--- config.mk ---
export PLATFORM = sky130hd
export DESIGN_NAME = dram_init_ctrl
export DESIGN_NICKNAME = d
export VERILOG_FILES = /design/src/hdl/dram_init_pkg.sv /design/src/hdl/spacing_if.sv /design/src/hdl/dram_init_ctrl.sv /design/src/hdl/spacing_timer.sv
export SDC_FILE = /design/constraint.sdc
export NUM_CORES = 1
export LEC_CHECK = 0
export BUFFER_PORTS_ARGS = -buffer_cell sky130_fd_sc_hd__buf_2
export CAP_MARGIN = 0
export CORE_ASPECT_RATIO = 0.5
export CORE_UTILIZATION = 40
export DETAILED_ROUTE_END_ITERATION = 8
export MAX_ROUTING_LAYER = met4
export PLACE_DENSITY = 0.72
export SLEW_MARGIN = 20
export SYNTH_ARGS = -nofsm -noshare
export SYNTH_HDL_FRONTEND = slang
export SYNTH_SLANG_ARGS = --single-unit
--- constraint.sdc ---
create_clock -name ref_clk -period 7.8 [get_ports ref_clk]
set_clock_uncertainty 0.15 [all_clocks]
set_input_delay 1.17 -clock ref_clk [delete_from_list [all_inputs] [get_ports ref_clk]]
set_output_delay 1.17 -clock ref_clk [all_outputs]
set_load 0.1 [all_outputs]
--- src/hdl/dram_init_pkg.sv ---
package dram_init_pkg;
   // ----------------------------------------------------------------
   // clock and timing
   // ----------------------------------------------------------------
   localparam int CLK_PERIOD_PS    = 10000;
   localparam int CKE_LEAD_NS      = 10;
   localparam int CKE_LEAD_CYC     =
      (CKE_LEAD_NS * 1000 + CLK_PERIOD_PS - 1) / CLK_PERIOD_PS;
   localparam int RST_WAIT_US      = 500;
   localparam int RST_WAIT_CYC     =
      (RST_WAIT_US * 1000000 + CLK_PERIOD_PS - 1) / CLK_PERIOD_PS;
   localparam int CLK_STABLE_NS    = 10;
   localparam int CLK_STABLE_TCK   = 5;
   localparam int CLK_STABLE_CYC   =
      ((CLK_STABLE_NS * 1000 + CLK_PERIOD_PS - 1) / CLK_PERIOD_PS >
       CLK_STABLE_TCK) ?
      (CLK_STABLE_NS * 1000 + CLK_PERIOD_PS - 1) / CLK_PERIOD_PS :
      CLK_STABLE_TCK;
   localparam int CNT_W            = 20;
   // default timing counts, reloadable at run time
   localparam logic [CNT_W-1:0] DEF_PW_RESET = 20'h00064;
   localparam logic [CNT_W-1:0] DEF_XPR      = 20'h00030;
   localparam logic [CNT_W-1:0] DEF_MRD      = 20'h00008;
   localparam logic [CNT_W-1:0] DEF_MOD      = 20'h00018;
   // ----------------------------------------------------------------
   // mode register set
   // ----------------------------------------------------------------
   localparam int NUM_MR           = 7;
   localparam int MR_DATA_W        = 18;
   localparam int MR_SEL_W         = 3;
   // load order during initialisation: 3,6,5,4,2,1,0
   localparam logic [20:0] MR_ORDER = {3'h0, 3'h1, 3'h2, 3'h4,
                                       3'h5, 3'h6, 3'h3};
   // command encodings on the controller's command output
   typedef enum logic [2:0] {
      CMD_DES  = 3'h0,
      CMD_MRS  = 3'h1,
      CMD_ZQCL = 3'h2,
      CMD_USER = 3'h3
   } dram_cmd_e;
   // state machine
   typedef enum logic [7:0] {
      ST_RESET   = 8'h01,
      ST_CKE_LO  = 8'h02,
      ST_RST_REL = 8'h04,
      ST_CLK_STB = 8'h08,
      ST_XPR     = 8'h10,
      ST_MRS     = 8'h20,
      ST_ZQCL    = 8'h40,
      ST_READY   = 8'h80
   } init_state_e;
endpackage

--- src/hdl/spacing_if.sv ---
// carries a spacing request from the sequencer to the timing counter
interface spacing_if
   import dram_init_pkg::*;
   ();
   logic             load;
   logic [CNT_W-1:0] value;
   logic             done;
   modport owner (output load, output value, input done);
   modport timer (input load, input value, output done);
endinterface

--- src/hdl/dram_init_ctrl.sv ---
// Contract
// - hold reset low for at least the programmed reset pulse width.
// - drive CKE low at least 10 ns before releasing reset.
// - after release, repeat power-on steps then load mode registers.
// - wait 500 us after reset release before raising CKE.
// - wait tXPR after CKE high before the first mode register write.
// - load MR3,MR6,MR5,MR4,MR2,MR1,MR0; tMRD between, tMOD after last.
// - only DES in slots between first mode write and ZQ long.
// - write every mode register during the init sequence.
// - DLL enable in MR1 is written before DLL reset in MR0.
// - hold boundary scan enable low throughout reset and init.
// - mode registers undefined after reset; write all before use.
// - each mode write carries a full value for the register.
// - runtime mode write only when idle, banks precharged, CKE high.
// - with nominal termination on, ODT low before a mode write.
// - ODT may rise again only after tMOD from the mode write.
// - with nominal termination off, ODT may be either level.
// - space consecutive mode writes by at least tMRD.
// - after a mode write wait tMOD before non-mode, non-DES command.
module dram_init_ctrl
   import dram_init_pkg::*;
#(
   parameter int RST_WAIT = RST_WAIT_CYC
)(
   // clock and reset
   input  wire logic                 ref_clk,
   input  wire logic                 rst,
   // user control
   input  wire logic                 warm_reset_req,
   input  wire logic [CNT_W-1:0]     cfg_pw_reset,
   input  wire logic [CNT_W-1:0]     cfg_xpr,
   input  wire logic [CNT_W-1:0]     cfg_mrd,
   input  wire logic [CNT_W-1:0]     cfg_mod,
   input  wire logic                 rtt_nom_en,
   input  wire logic [NUM_MR*MR_DATA_W-1:0] mr_init_val,
   // runtime mode write request
   input  wire logic                 rt_mrs_valid,
   input  wire logic [MR_SEL_W-1:0]  rt_mrs_sel,
   input  wire logic [MR_DATA_W-1:0] rt_mrs_data,
   input  wire logic                 dev_idle,
   output logic                      rt_mrs_ready,
   // user command request
   input  wire logic                 user_cmd_valid,
   output logic                      user_cmd_ready,
   input  wire logic                 user_odt,
   // status
   output logic                      init_done,
   // dram pins
   output logic                      dram_reset_n,
   output logic                      dram_cke,
   output logic                      dram_ck_en,
   output logic                      dram_odt,
   output logic                      dram_ten,
   output dram_cmd_e                 dram_cmd,
   output logic [MR_SEL_W-1:0]       dram_mr_sel,
   output logic [MR_DATA_W-1:0]      dram_mr_data
);
   // ---------------------------------------------------------------
   // helpers
   // ---------------------------------------------------------------
   // pick the mode register number for a load step
   function automatic logic [MR_SEL_W-1:0] order_sel(input logic [2:0] i);
      order_sel = MR_ORDER[i*3 +: 3];
   endfunction

   // pick the stored value for a mode register
   function automatic logic [MR_DATA_W-1:0] mr_val(
      input logic [MR_SEL_W-1:0] s, input logic [NUM_MR*MR_DATA_W-1:0] v);
      mr_val = v[s*MR_DATA_W +: MR_DATA_W];
   endfunction

   spacing_if sp ();
   spacing_timer u_spacing_timer (
      .ref_clk (ref_clk),
      .rst     (rst),
      .sp      (sp)
   );

   init_state_e      state_ff;
   init_state_e      nxt_state;
   logic [2:0]       step_ff;
   logic [CNT_W-1:0] wait_ff;
   logic [CNT_W-1:0] mod_cnt_ff;
   logic             rtt_ff;
   logic             rt_go;
   logic             tick;

   assign tick  = sp.done;
   assign rt_go = (state_ff == ST_READY) && rt_mrs_valid && dev_idle
                  && dram_cke && tick;

   // ---------------------------------------------------------------
   // sequencing
   // ---------------------------------------------------------------
   always_comb begin
      nxt_state = state_ff;
      unique case (state_ff)
         ST_RESET:   if (tick) nxt_state = ST_CKE_LO;
         ST_CKE_LO:  if (tick) nxt_state = ST_RST_REL;
         ST_RST_REL: if (tick) nxt_state = ST_CLK_STB;
         ST_CLK_STB: if (tick) nxt_state = ST_XPR;
         ST_XPR:     if (tick) nxt_state = ST_MRS;
         ST_MRS:     if (tick && step_ff == 3'h6)
                        nxt_state = ST_ZQCL;
         ST_ZQCL:    if (tick) nxt_state = ST_READY;
         ST_READY:   nxt_state = ST_READY;
      endcase
      if (warm_reset_req) nxt_state = ST_RESET;
   end

   always_ff @(posedge ref_clk) begin
      if (rst) state_ff <= ST_RESET;
      else     state_ff <= nxt_state;
   end

   // step through the load order, MR1 before MR0 for the DLL
   always_ff @(posedge ref_clk) begin
      if (rst || state_ff != ST_MRS) step_ff <= 3'h0;
      else if (tick) step_ff <= step_ff + 3'h1;
   end

   // ---------------------------------------------------------------
   // spacing requests
   // ---------------------------------------------------------------
   always_comb begin
      sp.load  = 1'b0;
      sp.value = '0;
      if (warm_reset_req || rst) begin
         sp.load  = 1'b1;
         sp.value = cfg_pw_reset;
      end else if (state_ff != nxt_state) begin
         sp.load = 1'b1;
         unique case (nxt_state)
            ST_CKE_LO:  sp.value = CNT_W'(CKE_LEAD_CYC);
            ST_RST_REL: sp.value = CNT_W'(RST_WAIT);
            ST_CLK_STB: sp.value = CNT_W'(CLK_STABLE_CYC);
            ST_XPR:     sp.value = cfg_xpr;
            ST_MRS:     sp.value = '0;
            ST_ZQCL:    sp.value = cfg_mod;
            default:    sp.value = '0;
         endcase
      end else if (state_ff == ST_MRS && tick) begin
         sp.load  = 1'b1;
         sp.value = (step_ff == 3'h6) ? cfg_mod : cfg_mrd;
      end else if (rt_go) begin
         sp.load  = 1'b1;
         sp.value = cfg_mrd;
      end
   end

   // cycles of cfg_mod left after the last runtime mode write, holding at zero
   always_ff @(posedge ref_clk) begin
      if (rst) mod_cnt_ff <= '0;
      else if (rt_go) mod_cnt_ff <= cfg_mod;
      else if (mod_cnt_ff != '0) mod_cnt_ff <= mod_cnt_ff - 20'h00001;
   end

   // remember whether nominal termination was on around the write
   always_ff @(posedge ref_clk) begin
      if (rst) rtt_ff <= 1'b0;
      else if (rt_go) rtt_ff <= rtt_nom_en;
      else if (mod_cnt_ff == '0) rtt_ff <= rtt_nom_en;
   end

   assign rt_mrs_ready   = rt_go;
   assign user_cmd_ready = (state_ff == ST_READY) && (mod_cnt_ff == '0)
                           && !rt_mrs_valid;
   assign init_done      = (state_ff == ST_READY);

   // ---------------------------------------------------------------
   // pin drivers
   // ---------------------------------------------------------------
   always_ff @(posedge ref_clk) begin
      if (rst) begin
         dram_reset_n <= 1'b0;
         dram_cke     <= 1'b0;
         dram_ck_en   <= 1'b0;
         dram_ten     <= 1'b0;
      end else begin
         dram_reset_n <= !(nxt_state == ST_RESET || nxt_state == ST_CKE_LO);
         dram_cke     <= (nxt_state == ST_XPR || nxt_state == ST_MRS ||
                          nxt_state == ST_ZQCL || nxt_state == ST_READY);
         dram_ck_en   <= !(nxt_state == ST_RESET ||
                           nxt_state == ST_CKE_LO ||
                           nxt_state == ST_RST_REL);
         dram_ten     <= 1'b0;
      end
   end

   // command, mode register address and data
   always_ff @(posedge ref_clk) begin
      if (rst) begin
         dram_cmd     <= CMD_DES;
         dram_mr_sel  <= '0;
         dram_mr_data <= '0;
      end else if (state_ff == ST_MRS && tick && !warm_reset_req) begin
         dram_cmd     <= CMD_MRS;
         dram_mr_sel  <= order_sel(step_ff);
         dram_mr_data <= mr_val(order_sel(step_ff), mr_init_val);
      end else if (state_ff == ST_ZQCL && tick && !warm_reset_req) begin
         dram_cmd     <= CMD_ZQCL;
      end else if (rt_go && !warm_reset_req) begin
         dram_cmd     <= CMD_MRS;
         dram_mr_sel  <= rt_mrs_sel;
         dram_mr_data <= rt_mrs_data;
      end else if (user_cmd_valid && user_cmd_ready && !warm_reset_req)
      begin
         dram_cmd     <= CMD_USER;
      end else begin
         dram_cmd     <= CMD_DES;
      end
   end

   // odt static low during init; low around mode writes with rtt on
   always_ff @(posedge ref_clk) begin
      if (rst) dram_odt <= 1'b0;
      else if (state_ff != ST_READY) dram_odt <= 1'b0;
      else if ((rtt_ff || rtt_nom_en) &&
               (rt_mrs_valid || mod_cnt_ff != '0))
         dram_odt <= 1'b0;
      else dram_odt <= user_odt;
   end

   // ---------------------------------------------------------------
   // checks
   // ---------------------------------------------------------------
   property p_ten_low;
      @(posedge ref_clk) disable iff (rst) !dram_ten;
   endproperty
   a_ten_low: assert property (p_ten_low)
      else $error("boundary scan enable driven high");

   property p_cke_before_rel;
      @(posedge ref_clk) disable iff (rst)
      $rose(dram_reset_n) |-> !dram_cke && $past(!dram_cke);
   endproperty
   a_cke_before_rel: assert property (p_cke_before_rel)
      else $error("reset released without cke low lead");

   property p_no_cke_in_reset;
      @(posedge ref_clk) disable iff (rst) !dram_reset_n |-> !dram_cke;
   endproperty
   a_no_cke_in_reset: assert property (p_no_cke_in_reset)
      else $error("cke high while reset asserted");

   property p_mrs_spacing;
      @(posedge ref_clk) disable iff (rst || warm_reset_req)
      (dram_cmd == CMD_MRS && cfg_mrd > 20'h00001) |=>
         dram_cmd != CMD_MRS;
   endproperty
   a_mrs_spacing: assert property (p_mrs_spacing)
      else $error("mode writes back to back");

   property p_user_after_mod;
      @(posedge ref_clk) disable iff (rst)
      dram_cmd == CMD_USER |-> $past(mod_cnt_ff) == '0;
   endproperty
   a_user_after_mod: assert property (p_user_after_mod)
      else $error("user command inside mode write delay");

   property p_odt_init;
      @(posedge ref_clk) disable iff (rst) !init_done |=> !dram_odt;
   endproperty
   a_odt_init: assert property (p_odt_init)
      else $error("odt high during initialisation");

   property p_rt_idle;
      @(posedge ref_clk) disable iff (rst)
      rt_mrs_ready |-> dev_idle && dram_cke;
   endproperty
   a_rt_idle: assert property (p_rt_idle)
      else $error("runtime mode write while not idle");

   property p_odt_mod;
      @(posedge ref_clk) disable iff (rst)
      (rt_go && rtt_nom_en) |=> !dram_odt [*2];
   endproperty
   a_odt_mod: assert property (p_odt_mod)
      else $error("odt raised inside mode write delay");
endmodule

--- src/hdl/spacing_timer.sv ---
// ------------------------------------------------------------------
// down counter loaded with a cycle count; done when it has expired
// ------------------------------------------------------------------
module spacing_timer
   import dram_init_pkg::*;
(
   // clock and reset
   input  wire logic ref_clk,
   input  wire logic rst,
   // request
   spacing_if.timer  sp
);
   logic [CNT_W-1:0] count_ff;

   // load counts down to zero, one per clock; the sequencer loads the
   // reset pulse width while rst is high, so a load wins over rst
   always_ff @(posedge ref_clk) begin
      if (sp.load) begin
         count_ff <= (sp.value == '0) ? '0 : sp.value - 20'h00001;
      end else if (rst) begin
         count_ff <= '0;
      end else if (count_ff != '0) begin
         count_ff <= count_ff - 20'h00001;
      end
   end

   // done from the register only: the load decision reads it back
   assign sp.done = (count_ff == '0);
endmodule

# Word-level counts from Yosys, hierarchy flattened
# Cells that the tools add are included.
# op_classes
reduce_logical	41
mul	2
shifts	2
n_mux	37
n_eq_ne	21
n_addsub	4
# op_table
operator	count
$mux W20	11
$shiftx A126 B9 Y18	1
$pmux W20 S5	1
$mux W8	8
$pmux W8 S8	1
$logic_not A20 Y1	3
$sub A20 B1 Y20 const B	3
$mux W18	3
$reduce_bool A20 Y1	2
$shiftx A21 B6 Y3 const A	1
$eq A8 B1 Y1 const B	2
$eq A8 B2 Y1 const B	2
$eq A8 B3 Y1 const B	2
$eq A8 B4 Y1 const B	2
$eq A8 B5 Y1 const B	2
$eq A8 B6 Y1 const B	2
$eq A8 B7 Y1 const B	2
$eq A8 B8 Y1 const B	2
$logic_and A1 B1 Y1	15
$logic_or A1 B1 Y1	9
$mux W3	3
$ne A8 B6 Y1 const B	1
$ne A8 B8 Y1	1
$ne A8 B8 Y1 const B	1
other kinds (14)	27
# totals
inputBits	235
word_cells	121
output_inout_bits	32
register_bits	80

# Depth between registers and ports, before layout
# Gate-level depths: netlist (run 1).
# depth
word_depth	12
mapped_depth	19
mapped_depth_nobuf	17

# By module
# From an unflattened synthesis (run 1), not the netlist that was laid out.
# unflattened
hier_cells	931
hier_area_um2	6914.1
# by_module_without_submodules
mod	seq_area_each_um2	cells_each	area_per_inst_um2	n_inst
dram_init_ctrl	1181.1	774	5341.4	1
spacing_timer	600.6	157	1572.8	1

# Least setup slack after synthesis (run 1)
# Ideal clock, no wire load.
# synth_timing
path_type	register -> output
start	reg mod_cnt_ff[5]
end	out user_cmd_ready
t_required_ns	6.480
stages_incl_launch_ff	9
slack_ns	1.450
path_buffers	1
t_arrival_ns	5.030
cell_sequence	dfxtp_1 or3_1 or2_2 or3_1 nor2_1 nand2_1 or3_1 clkbuf_1 nor4_1
# synth_via
elab_chain_len	3
# synth_lines
element	line	source
start, declared	dram_init_ctrl.sv:83	logic [CNT_W-1:0] mod_cnt_ff;
start signal, assigned	dram_init_ctrl.sv:154	else if (rt_go) mod_cnt_ff <= cfg_mod;
start signal, assigned	dram_init_ctrl.sv:155	else if (mod_cnt_ff != '0) mod_cnt_ff <= mod_cnt_ff - 20'h00001;
$logic_not A20 Y1	dram_init_ctrl.sv:166	assign user_cmd_ready = (state_ff == ST_READY) && (mod_cnt_ff == '0)
$logic_and A1 B1 Y1	dram_init_ctrl.sv:166	
$logic_and A1 B1 Y1	dram_init_ctrl.sv:167	&& !rt_mrs_valid;
end, declared	dram_init_ctrl.sv:44	output logic user_cmd_ready,
# Every way passes these cells.

# Final worst setup path (run 1)
# layout_timing
start	reg u_spacing_timer.count_ff[0]
end	reg u_spacing_timer.count_ff[14], data pin
# layout_via
elab_chain_len	12
word_cells_on_any_way	35
classes_between	add/sub: 2; eq/ne: 6; mux: 22; reduce/logical: 5
# layout_lines
element	line	source
start, declared	spacing_timer.sv:13	logic [CNT_W-1:0] count_ff;
start signal, assigned	spacing_timer.sv:19	count_ff <= (sp.value == '0) ? '0 : sp.value - 20'h00001;
start signal, assigned	spacing_timer.sv:23	count_ff <= count_ff - 20'h00001;
$logic_not A20 Y1	spacing_timer.sv:28	assign sp.done = (count_ff == '0);
$logic_and A1 B1 Y1	dram_init_ctrl.sv:103	ST_MRS: if (tick && step_ff == 3'h6)
$mux W8	dram_init_ctrl.sv:103	
$pmux W8 S8	dram_init_ctrl.sv:97	unique case (state_ff)
$mux W8	dram_init_ctrl.sv:108	if (warm_reset_req) nxt_state = ST_RESET;
$eq A8 B7 Y1 (tied with other cells)	dram_init_ctrl.sv:133	unique case (nxt_state)
$pmux W20 S5	dram_init_ctrl.sv:133	
$mux W20	dram_init_ctrl.sv:131	end else if (state_ff != nxt_state) begin
$mux W20	dram_init_ctrl.sv:128	if (warm_reset_req || rst) begin
$sub A20 B1 Y20 / $logic_not A20 Y1 (equally long branches)	spacing_timer.sv:19	
$mux W20	spacing_timer.sv:19	
$mux W20 (*)	spacing_timer.sv:18	if (sp.load) begin
# Mark *: on every way between the ends. The rest lies on a longest branch, timed or not. The select of a mux whose other input is x is not followed.
# A chain may end at the register's enable or synchronous reset.

==> flow_summary.toml, run 1 <==
[yosys]
ys_seq_area_share_pct = 24.81
ys.flop_type = "dfxtp_1"
ys_seq_elements = 79
syn_area_um2 = 7181
synthTopCellsByArea = "dfxtp_1, edfxtp_1, a21oi_1, nand2_1, mux4_2"
avgSynthCellArea_um2 = 7.535
synthCells = 953
ys_types = 83
yosysTopAreaCell = "dfxtp_1"
synth_edf_count = 20
async_reset_ff_share_pct = 0
synth_top_area_share_pct = 16.45
yosysWarnings = 0

[timing]
period_needed_ns = 5.860
clock.fmax_mhz = 170.7
setup_violations = 0
relSlewSlack_pct = 31.12
hold_viol = 0
rsz0062_at_grt = "false"
finalSetupTns_ns = 0
min_period_over_period_pct = 75.13
tightest_slew_ns = 1.031
slew_violations = 0

[detailed_routing]
vias = 8487
drtPass1Iterations = 5
wl_per_cell_um = 20.79
viasPerCell = 6.041
ant_nets = 0
drc = 0
drtIter0Drc = 878
drt_wl_total_um = 29210

[pwr]
power.switching_uw = 526.5
cellPowerDensity_nw_per_um2 = 165.3
p_int_uw = 946.0
vdd_ir_drop_max_uv = 131.5
p_clk_share_pct = 29.9
p_leak_nw = 3.498
combPwrFrac_pct = 34.1
seqPwrFrac_pct = 36.0
sw_frac_of_total_pct = 35.75

[setup_path]
crit_buf_inv = 1
cp_max_fo = 20
required_ns = 7.72
worst_setup_path_start_kind = "flop"
endpoint_kind = "flop"
path_cells = "inv_1, ha_1, nor4b_1, nand4_1, nor2_4, nor2_1, or2_1, nand2_1, nor2_1, or3_1, o21ai_0, ha_1, and4b_2, nand3_4, nor3b_1, xor2_1, o22ai_1"
critPathKind = "flop to flop"
cpMaxStageDelayCell = "nor2_4"
arrival_ns = 5.78
critPathMaxStageDelay_ns = 0.69
critical-path-top-delay-family = "simple AND/OR/NAND/NOR gates"

[floorplan]
fp.dieW_um = 191.5
die_area_um2 = 18520
io_pins = 267
core_um2 = 17480
row_count = 34
die_y_um = 96.74
start_util_pct = 41.07

[clocking]
numCtsBuffers = 9
clk_latency_ns = 0.36
cts.htree.levels = 3
post_cts_resized = 0
clock-root-buffer = "clkbuf_16"
cts.clk_slew.worst_paths_ns = 0.07
post_cts_buffers = 0
cts.path.max_buffers = 2
cts_tree = "yes"
hold_buffers = 0
cts.sinks = 79

[min_path]
hold_path.class = "flop to flop"

[placement]
portBuffers = 264
dpl.hpwl_um = 22680
gp_congestion = 0.9849

[outcome]
status = "finished clean"

[global_routing]
grt_pass1_wl_um = 44940
grt_pass1_vias = 7971
grt-ovfl-total = 0
antenna_found_initial = 0
grt_max_degree = 56
track_usage_pct = 32.17

[cells_and_area]
syn_to_final_growth_pct = 24.05
num_antenna_cells = 0
drive_above_1_share_pct = 28.95
fin_util_pct = 50.94
nNetsFinal = 1409

[run]
cap_violations = 0
-- power by group through the flow --
| stage | Clock [mW] | Combinational [mW] | Sequential, mW |
|---|---|---|---|
| global route | 0.459 | 0.561 | 0.540 |
| global placement | 0 | 0.485 | 0.534 |
| finish | 0.440 | 0.502 | 0.531 |
| floorplan | 0 | 0.357 | 0.526 |
| detailed placement | 0 | 0.494 | 0.538 |
| CTS | 0.442 | 0.498 | 0.529 |
-- stage by stage --
stage / hold slack, ns / setup slack, ns / cells / power [mW] / area, um2
after CTS: 0.3006 / 2.066 / 1405 / 1.469 / 8902
after floorplan: 0.2938 / 1.450 / 954 / 0.8836 / 7184
final: 0.3004 / 1.940 / 1405 / 1.473 / 8907
after global placement: 0.2861 / 2.235 / 1389 / 1.019 / 8606
after global routing: 0.3214 / 1.535 / 1405 / 1.560 / 8907
after detailed placement: 0.2921 / 2.136 / 1389 / 1.033 / 8606
-- flip-flops by register name, summed over array words and instances, names as in the netlist --
signal and cells:
dram_ck_en 1, dram_cke 1, dram_cmd 2, dram_mr_data 18
dram_mr_sel 3, dram_odt 1, dram_reset_n 1, mod_cnt_ff 20
rtt_ff 1, state_ff 8, step_ff 3, u_spacing_timer.count_ff 20
-- cell type report --
| class | instances | area [um2] |
|---|---|---|
| fillers | 1734 | 8577 |
| multi-input cells | 789 | 5087 |
| clock buffers | 10 | 239.0 |
| repair buffers | 275 | 1404 |
| inverters | 12 | 45.04 |
| flip-flops and latches | 79 | 1782 |
| well taps | 234 | 292.8 |
| clock inverters | 6 | 57.56 |
-- worst reg2reg max path, delay by kind of cell, from the launching register on --
family | cells | cell delay [ns]
AND/OR/NAND/NOR | 11 | 3.98
adder cells (fa/ha/maj) | 2 | 0.49
flip-flops | 1 | 0.42
AO/OA/AOI/OAI | 2 | 0.26
XOR/XNOR | 1 | 0.18
buffers and inverters | 1 | 0.08
-- layout by cell type (no fill, tap or decap), types with 11 or more instances in the layout --
cell type	n
a22o_1	12
a21oi_1	103
buf_2	264
nor2_1	92
nor3_1	42
edfxtp_1	20
o22ai_1	13
mux2i_1	20
a211oi_1	32
buf_4	11
o21ai_0	52
dfxtp_1	59
a22oi_1	27
xnor2_1	27
mux4_2	18
nand2_1	117
xor2_1	27
nand3_1	30
or3_1	12
nor4_1	13
a31oi_1	11
-- routing by layer --
metal / track usage (%) / vias up / wire length (um)
met3: 6.749 / 57 / 2613
met5: - / - / 0
met1: 43.75 / 4001 / 12790
li1: - / 3986 / -
met4: 8.181 / 0 / 662
met2: 48.44 / 443 / 13150
-- logic make-up after synthesis --
family	share of synthesized area, %
muxes	8.590
adders and majority gates	1.394
xor gates and xnor gates	6.587
AOI/OAI and AO/OA	27.22
buffers and inverters	4.914
DFF	24.81
and+or+nand+nor	26.43
other	0.05222
-- worst paths after layout --
kind,start,endpoint,slack (ns),depth (start not counted)
hold reg to reg,dram_mr_data[14],dram_mr_data[14],0.30,2
setup reg to reg,u_spacing_timer.count_ff[0],u_spacing_timer.count_ff[14],1.94,17
setup / recovery,u_spacing_timer.count_ff[0],u_spacing_timer.count_ff[14],1.94,17
hold / removal,dram_mr_data[14],dram_mr_data[14],0.30,2
-- synthesized netlist by cell type (all sizes together) (5+ instances only) --
| cell type | n |
|---|---|
| o31ai | 6 |
| o22ai | 14 |
| buf | 13 |
| a22oi | 27 |
| clkbuf | 61 |
| or2 | 8 |
| a22o | 12 |
| or4 | 6 |
| nand2 | 118 |
| nand3 | 32 |
| mux4 | 18 |
| xnor2 | 27 |
| a211oi | 33 |
| nand4 | 6 |
| xor2 | 27 |
| ha | 8 |
| o21ai | 53 |
| nor2 | 93 |
| nor3 | 48 |
| a31oi | 11 |
| mux2i | 20 |
| dfxtp | 59 |
| nor4 | 17 |
| and2 | 8 |
| and3 | 5 |
| o211ai | 9 |
| edfxtp | 20 |
| a21oi | 105 |
| or3 | 12 |
| inv | 11 |
(Power assumes the default switching activity.)
==> inputs of run 2 (changes only) <==
--- a/config.mk
+++ b/config.mk
@@ -11,7 +11,7 @@
 export CORE_UTILIZATION = 40
 export DETAILED_ROUTE_END_ITERATION = 8
 export MAX_ROUTING_LAYER = met4
-export PLACE_DENSITY = 0.72
+export PLACE_DENSITY = 0.75
 export SLEW_MARGIN = 20
 export SYNTH_ARGS = -nofsm -noshare
 export SYNTH_HDL_FRONTEND = slang
==> constraint.sdc (replaced) <==
create_clock -name ref_clk -period 4.8 [get_ports ref_clk]
set_clock_uncertainty 0.15 [all_clocks]
set_input_delay 0.72 -clock ref_clk [delete_from_list [all_inputs] [get_ports ref_clk]]
set_output_delay 0.72 -clock ref_clk [all_outputs]
set_load 0.1 [all_outputs]
==> run 2 against run 1 <==
Compared with the run above:
- clock power is 65% higher
- first-iteration DRC count is 15% lower
- utilization is 2.7 points higher
- power is 66% higher
- routed wire length is 4.0% higher
- worst setup slack worse by 1.8 ns
- combinational power is 69% higher
- cell count is 3.6% higher
- highest routed layer unchanged
- via count is 2.2% higher
- global-route usage is 0.94 points higher
- hold slack better by 0.0013 ns
==> flow_summary.toml, run 2 (synthesis results as in run 1) <==
[outcome]
status = "finished clean"

[pwr]
sw_frac_of_total_pct = 36.90
p_leak_nw = 3.766
power.switching_uw = 901.0
vdd_ir_drop_max_uv = 193.6
seqPwrFrac_pct = 35.6
p_clk_share_pct = 29.6
combPwrFrac_pct = 34.7
cellPowerDensity_nw_per_um2 = 260.3
p_int_mw = 1.541

[setup_path]
cp_max_fo = 14
worst_setup_path_start_kind = "flop"
required_ns = 4.75
endpoint_kind = "flop"
critPathKind = "flop to flop"
arrival_ns = 4.59

[global_routing]
grt-ovfl-total = 0
antenna_found_initial = 1
grt_max_degree = 50
track_usage_pct = 33.11
grt_pass1_vias = 8102
grt_pass1_wl_um = 45820

[cells_and_area]
drive_above_1_share_pct = 32.21
final_cell_mix = "buf_2, nand2_1, a21oi_1, nor2_1, dfxtp_1"
mostFrequentLayoutCell = "buf_2"
syn_to_final_growth_pct = 30.65
fin_area_um2 = 9382
num-fill-cells = 1694
nNetsFinal = 1458
reg_top3 = "mod_cnt_ff x20, u_spacing_timer.count_ff x20, dram_mr_data x18"

[detailed_routing]
viasPerCell = 5.962
drtPass1Iterations = 5
vias = 8674
ant_nets = 0
drc = 0
wl_per_cell_um = 20.87
drt_wl_total_um = 30370
drtIter0Drc = 745

[timing]
clock.fmax_mhz = 215.7
hold_viol = 0
finalSetupTns_ns = 0
min_period_over_period_pct = 96.59
tightest_slew_ns = 1.000
slew_violations = 0
relSlewSlack_pct = 33.18
period_needed_ns = 4.636
rsz0062_at_grt = "true"
fin_hold_ws_ns = 0.3017
setup_violations = 0

[clocking]
cts.clk_slew.worst_paths_ns = 0.08
cts.htree.levels = 3
cts.path.max_buffers = 2
numCtsBuffers = 9
clk_latency_ns = 0.36
clock-root-buffer = "clkbuf_16"
cts.sinks = 79
post_cts_buffers = 0
cts_tree = "yes"

[placement]
gp_congestion = 1.013
portBuffers = 264
placed_area_um2 = 9012
dpl.hpwl_um = 23810

[min_path]
hold_path.class = "flop to flop"

[floorplan]
core_um2 = 17480
die_area_um2 = 18520
fp.dieW_um = 191.5
die_y_um = 96.74
row_count = 34
io_pins = 267
start_util_pct = 41.07

[run]
cap_violations = 0
==> run 2: worst max-delay path: stages (launching register included) <==
cell and delay [ns]:
edfxtp_1 0.44, inv_1 0.09, ha_1 0.23, or4b_4 0.52
nor4_4 0.36, nand2_1 0.17, a31o_4 0.34, a22o_1 0.26
nand3_1 0.09, a21oi_1 0.06, or3_1 0.35, o21ai_1 0.16
ha_2 0.22, and4b_2 0.28, nand3_4 0.12, nor3b_1 0.27
xor2_1 0.17, o22ai_1 0.08
==> run 2: layout make-up <==
type                       instances  area, um2  area share [%]
clock buffer                       9      225.2           2.401
clock inverter                     7      72.57          0.7735
antenna                            1      2.502         0.02667
multi-input combinational        789       5152           54.92
inverter                          12      45.04          0.4801
tap                              234      292.8           3.121
sequential                        79       1782           18.99
timing repair buffer             324       1809           19.29
==> run 2: worst paths after layout <==
path	startpoint	end	slack [ns]	depth (start not counted)
worst max-delay path	u_spacing_timer.count_ff[0]	u_spacing_timer.count_ff[14]	0.16	17
worst min-delay path	dram_mr_data[1]	dram_mr_data[1]	0.30	2
worst max register to register	u_spacing_timer.count_ff[0]	u_spacing_timer.count_ff[14]	0.16	17
worst min register to register	dram_mr_data[1]	dram_mr_data[1]	0.30	2
==> run 2: metrics by stage <==
step | setup WS (ns) | total power, mW | std cells | utilization, %
after floorplan | 0.1121 | 1.437 | 954 | -
after global placement | 0.2803 | 1.673 | 1438 | 51.55
after detailed placement | 0.04223 | 1.704 | 1438 | 51.55
after CTS | 0.1592 | 2.430 | 1454 | 53.28
after global routing | -0.05103 | 2.582 | 1455 | 53.66
final | 0.1638 | 2.442 | 1455 | 53.66
==> run 2: routing by layer <==
| metal | up-vias | wire [um] | global-route usage (%) | share of wire, % |
|---|---|---|---|---|
| li1 | 4087 | - | - | - |
| met1 | 4101 | 13310 | 45.53 | 44 |
| met2 | 432 | 13640 | 49.25 | 45 |
| met3 | 54 | 2648 | 5.515 | 8.7 |
| met4 | 0 | 769 | 10.74 | 2.5 |
| met5 | - | 0 | - | 0 |
==> run 2: timing repair <==
item                                   in CTS  in global routing
pin swaps                                   0                  1
hold buffers                                0                  0
resized for setup                           1                 11
endpoints found under the hold margin       0                  0
gates cloned                                0                  0
setup endpoints to repair                   3                 20
==> run 2: power groups by stage <==
stage                     Sequential (mW)  Combinational, mW  Clock (mW)
after floorplan                     0.855              0.581           0
after global placement              0.870              0.803           0
after detailed placement            0.876              0.828           0
after CTS                           0.864              0.835       0.732
after global routing                0.880              0.944       0.758
final                               0.870              0.848       0.724
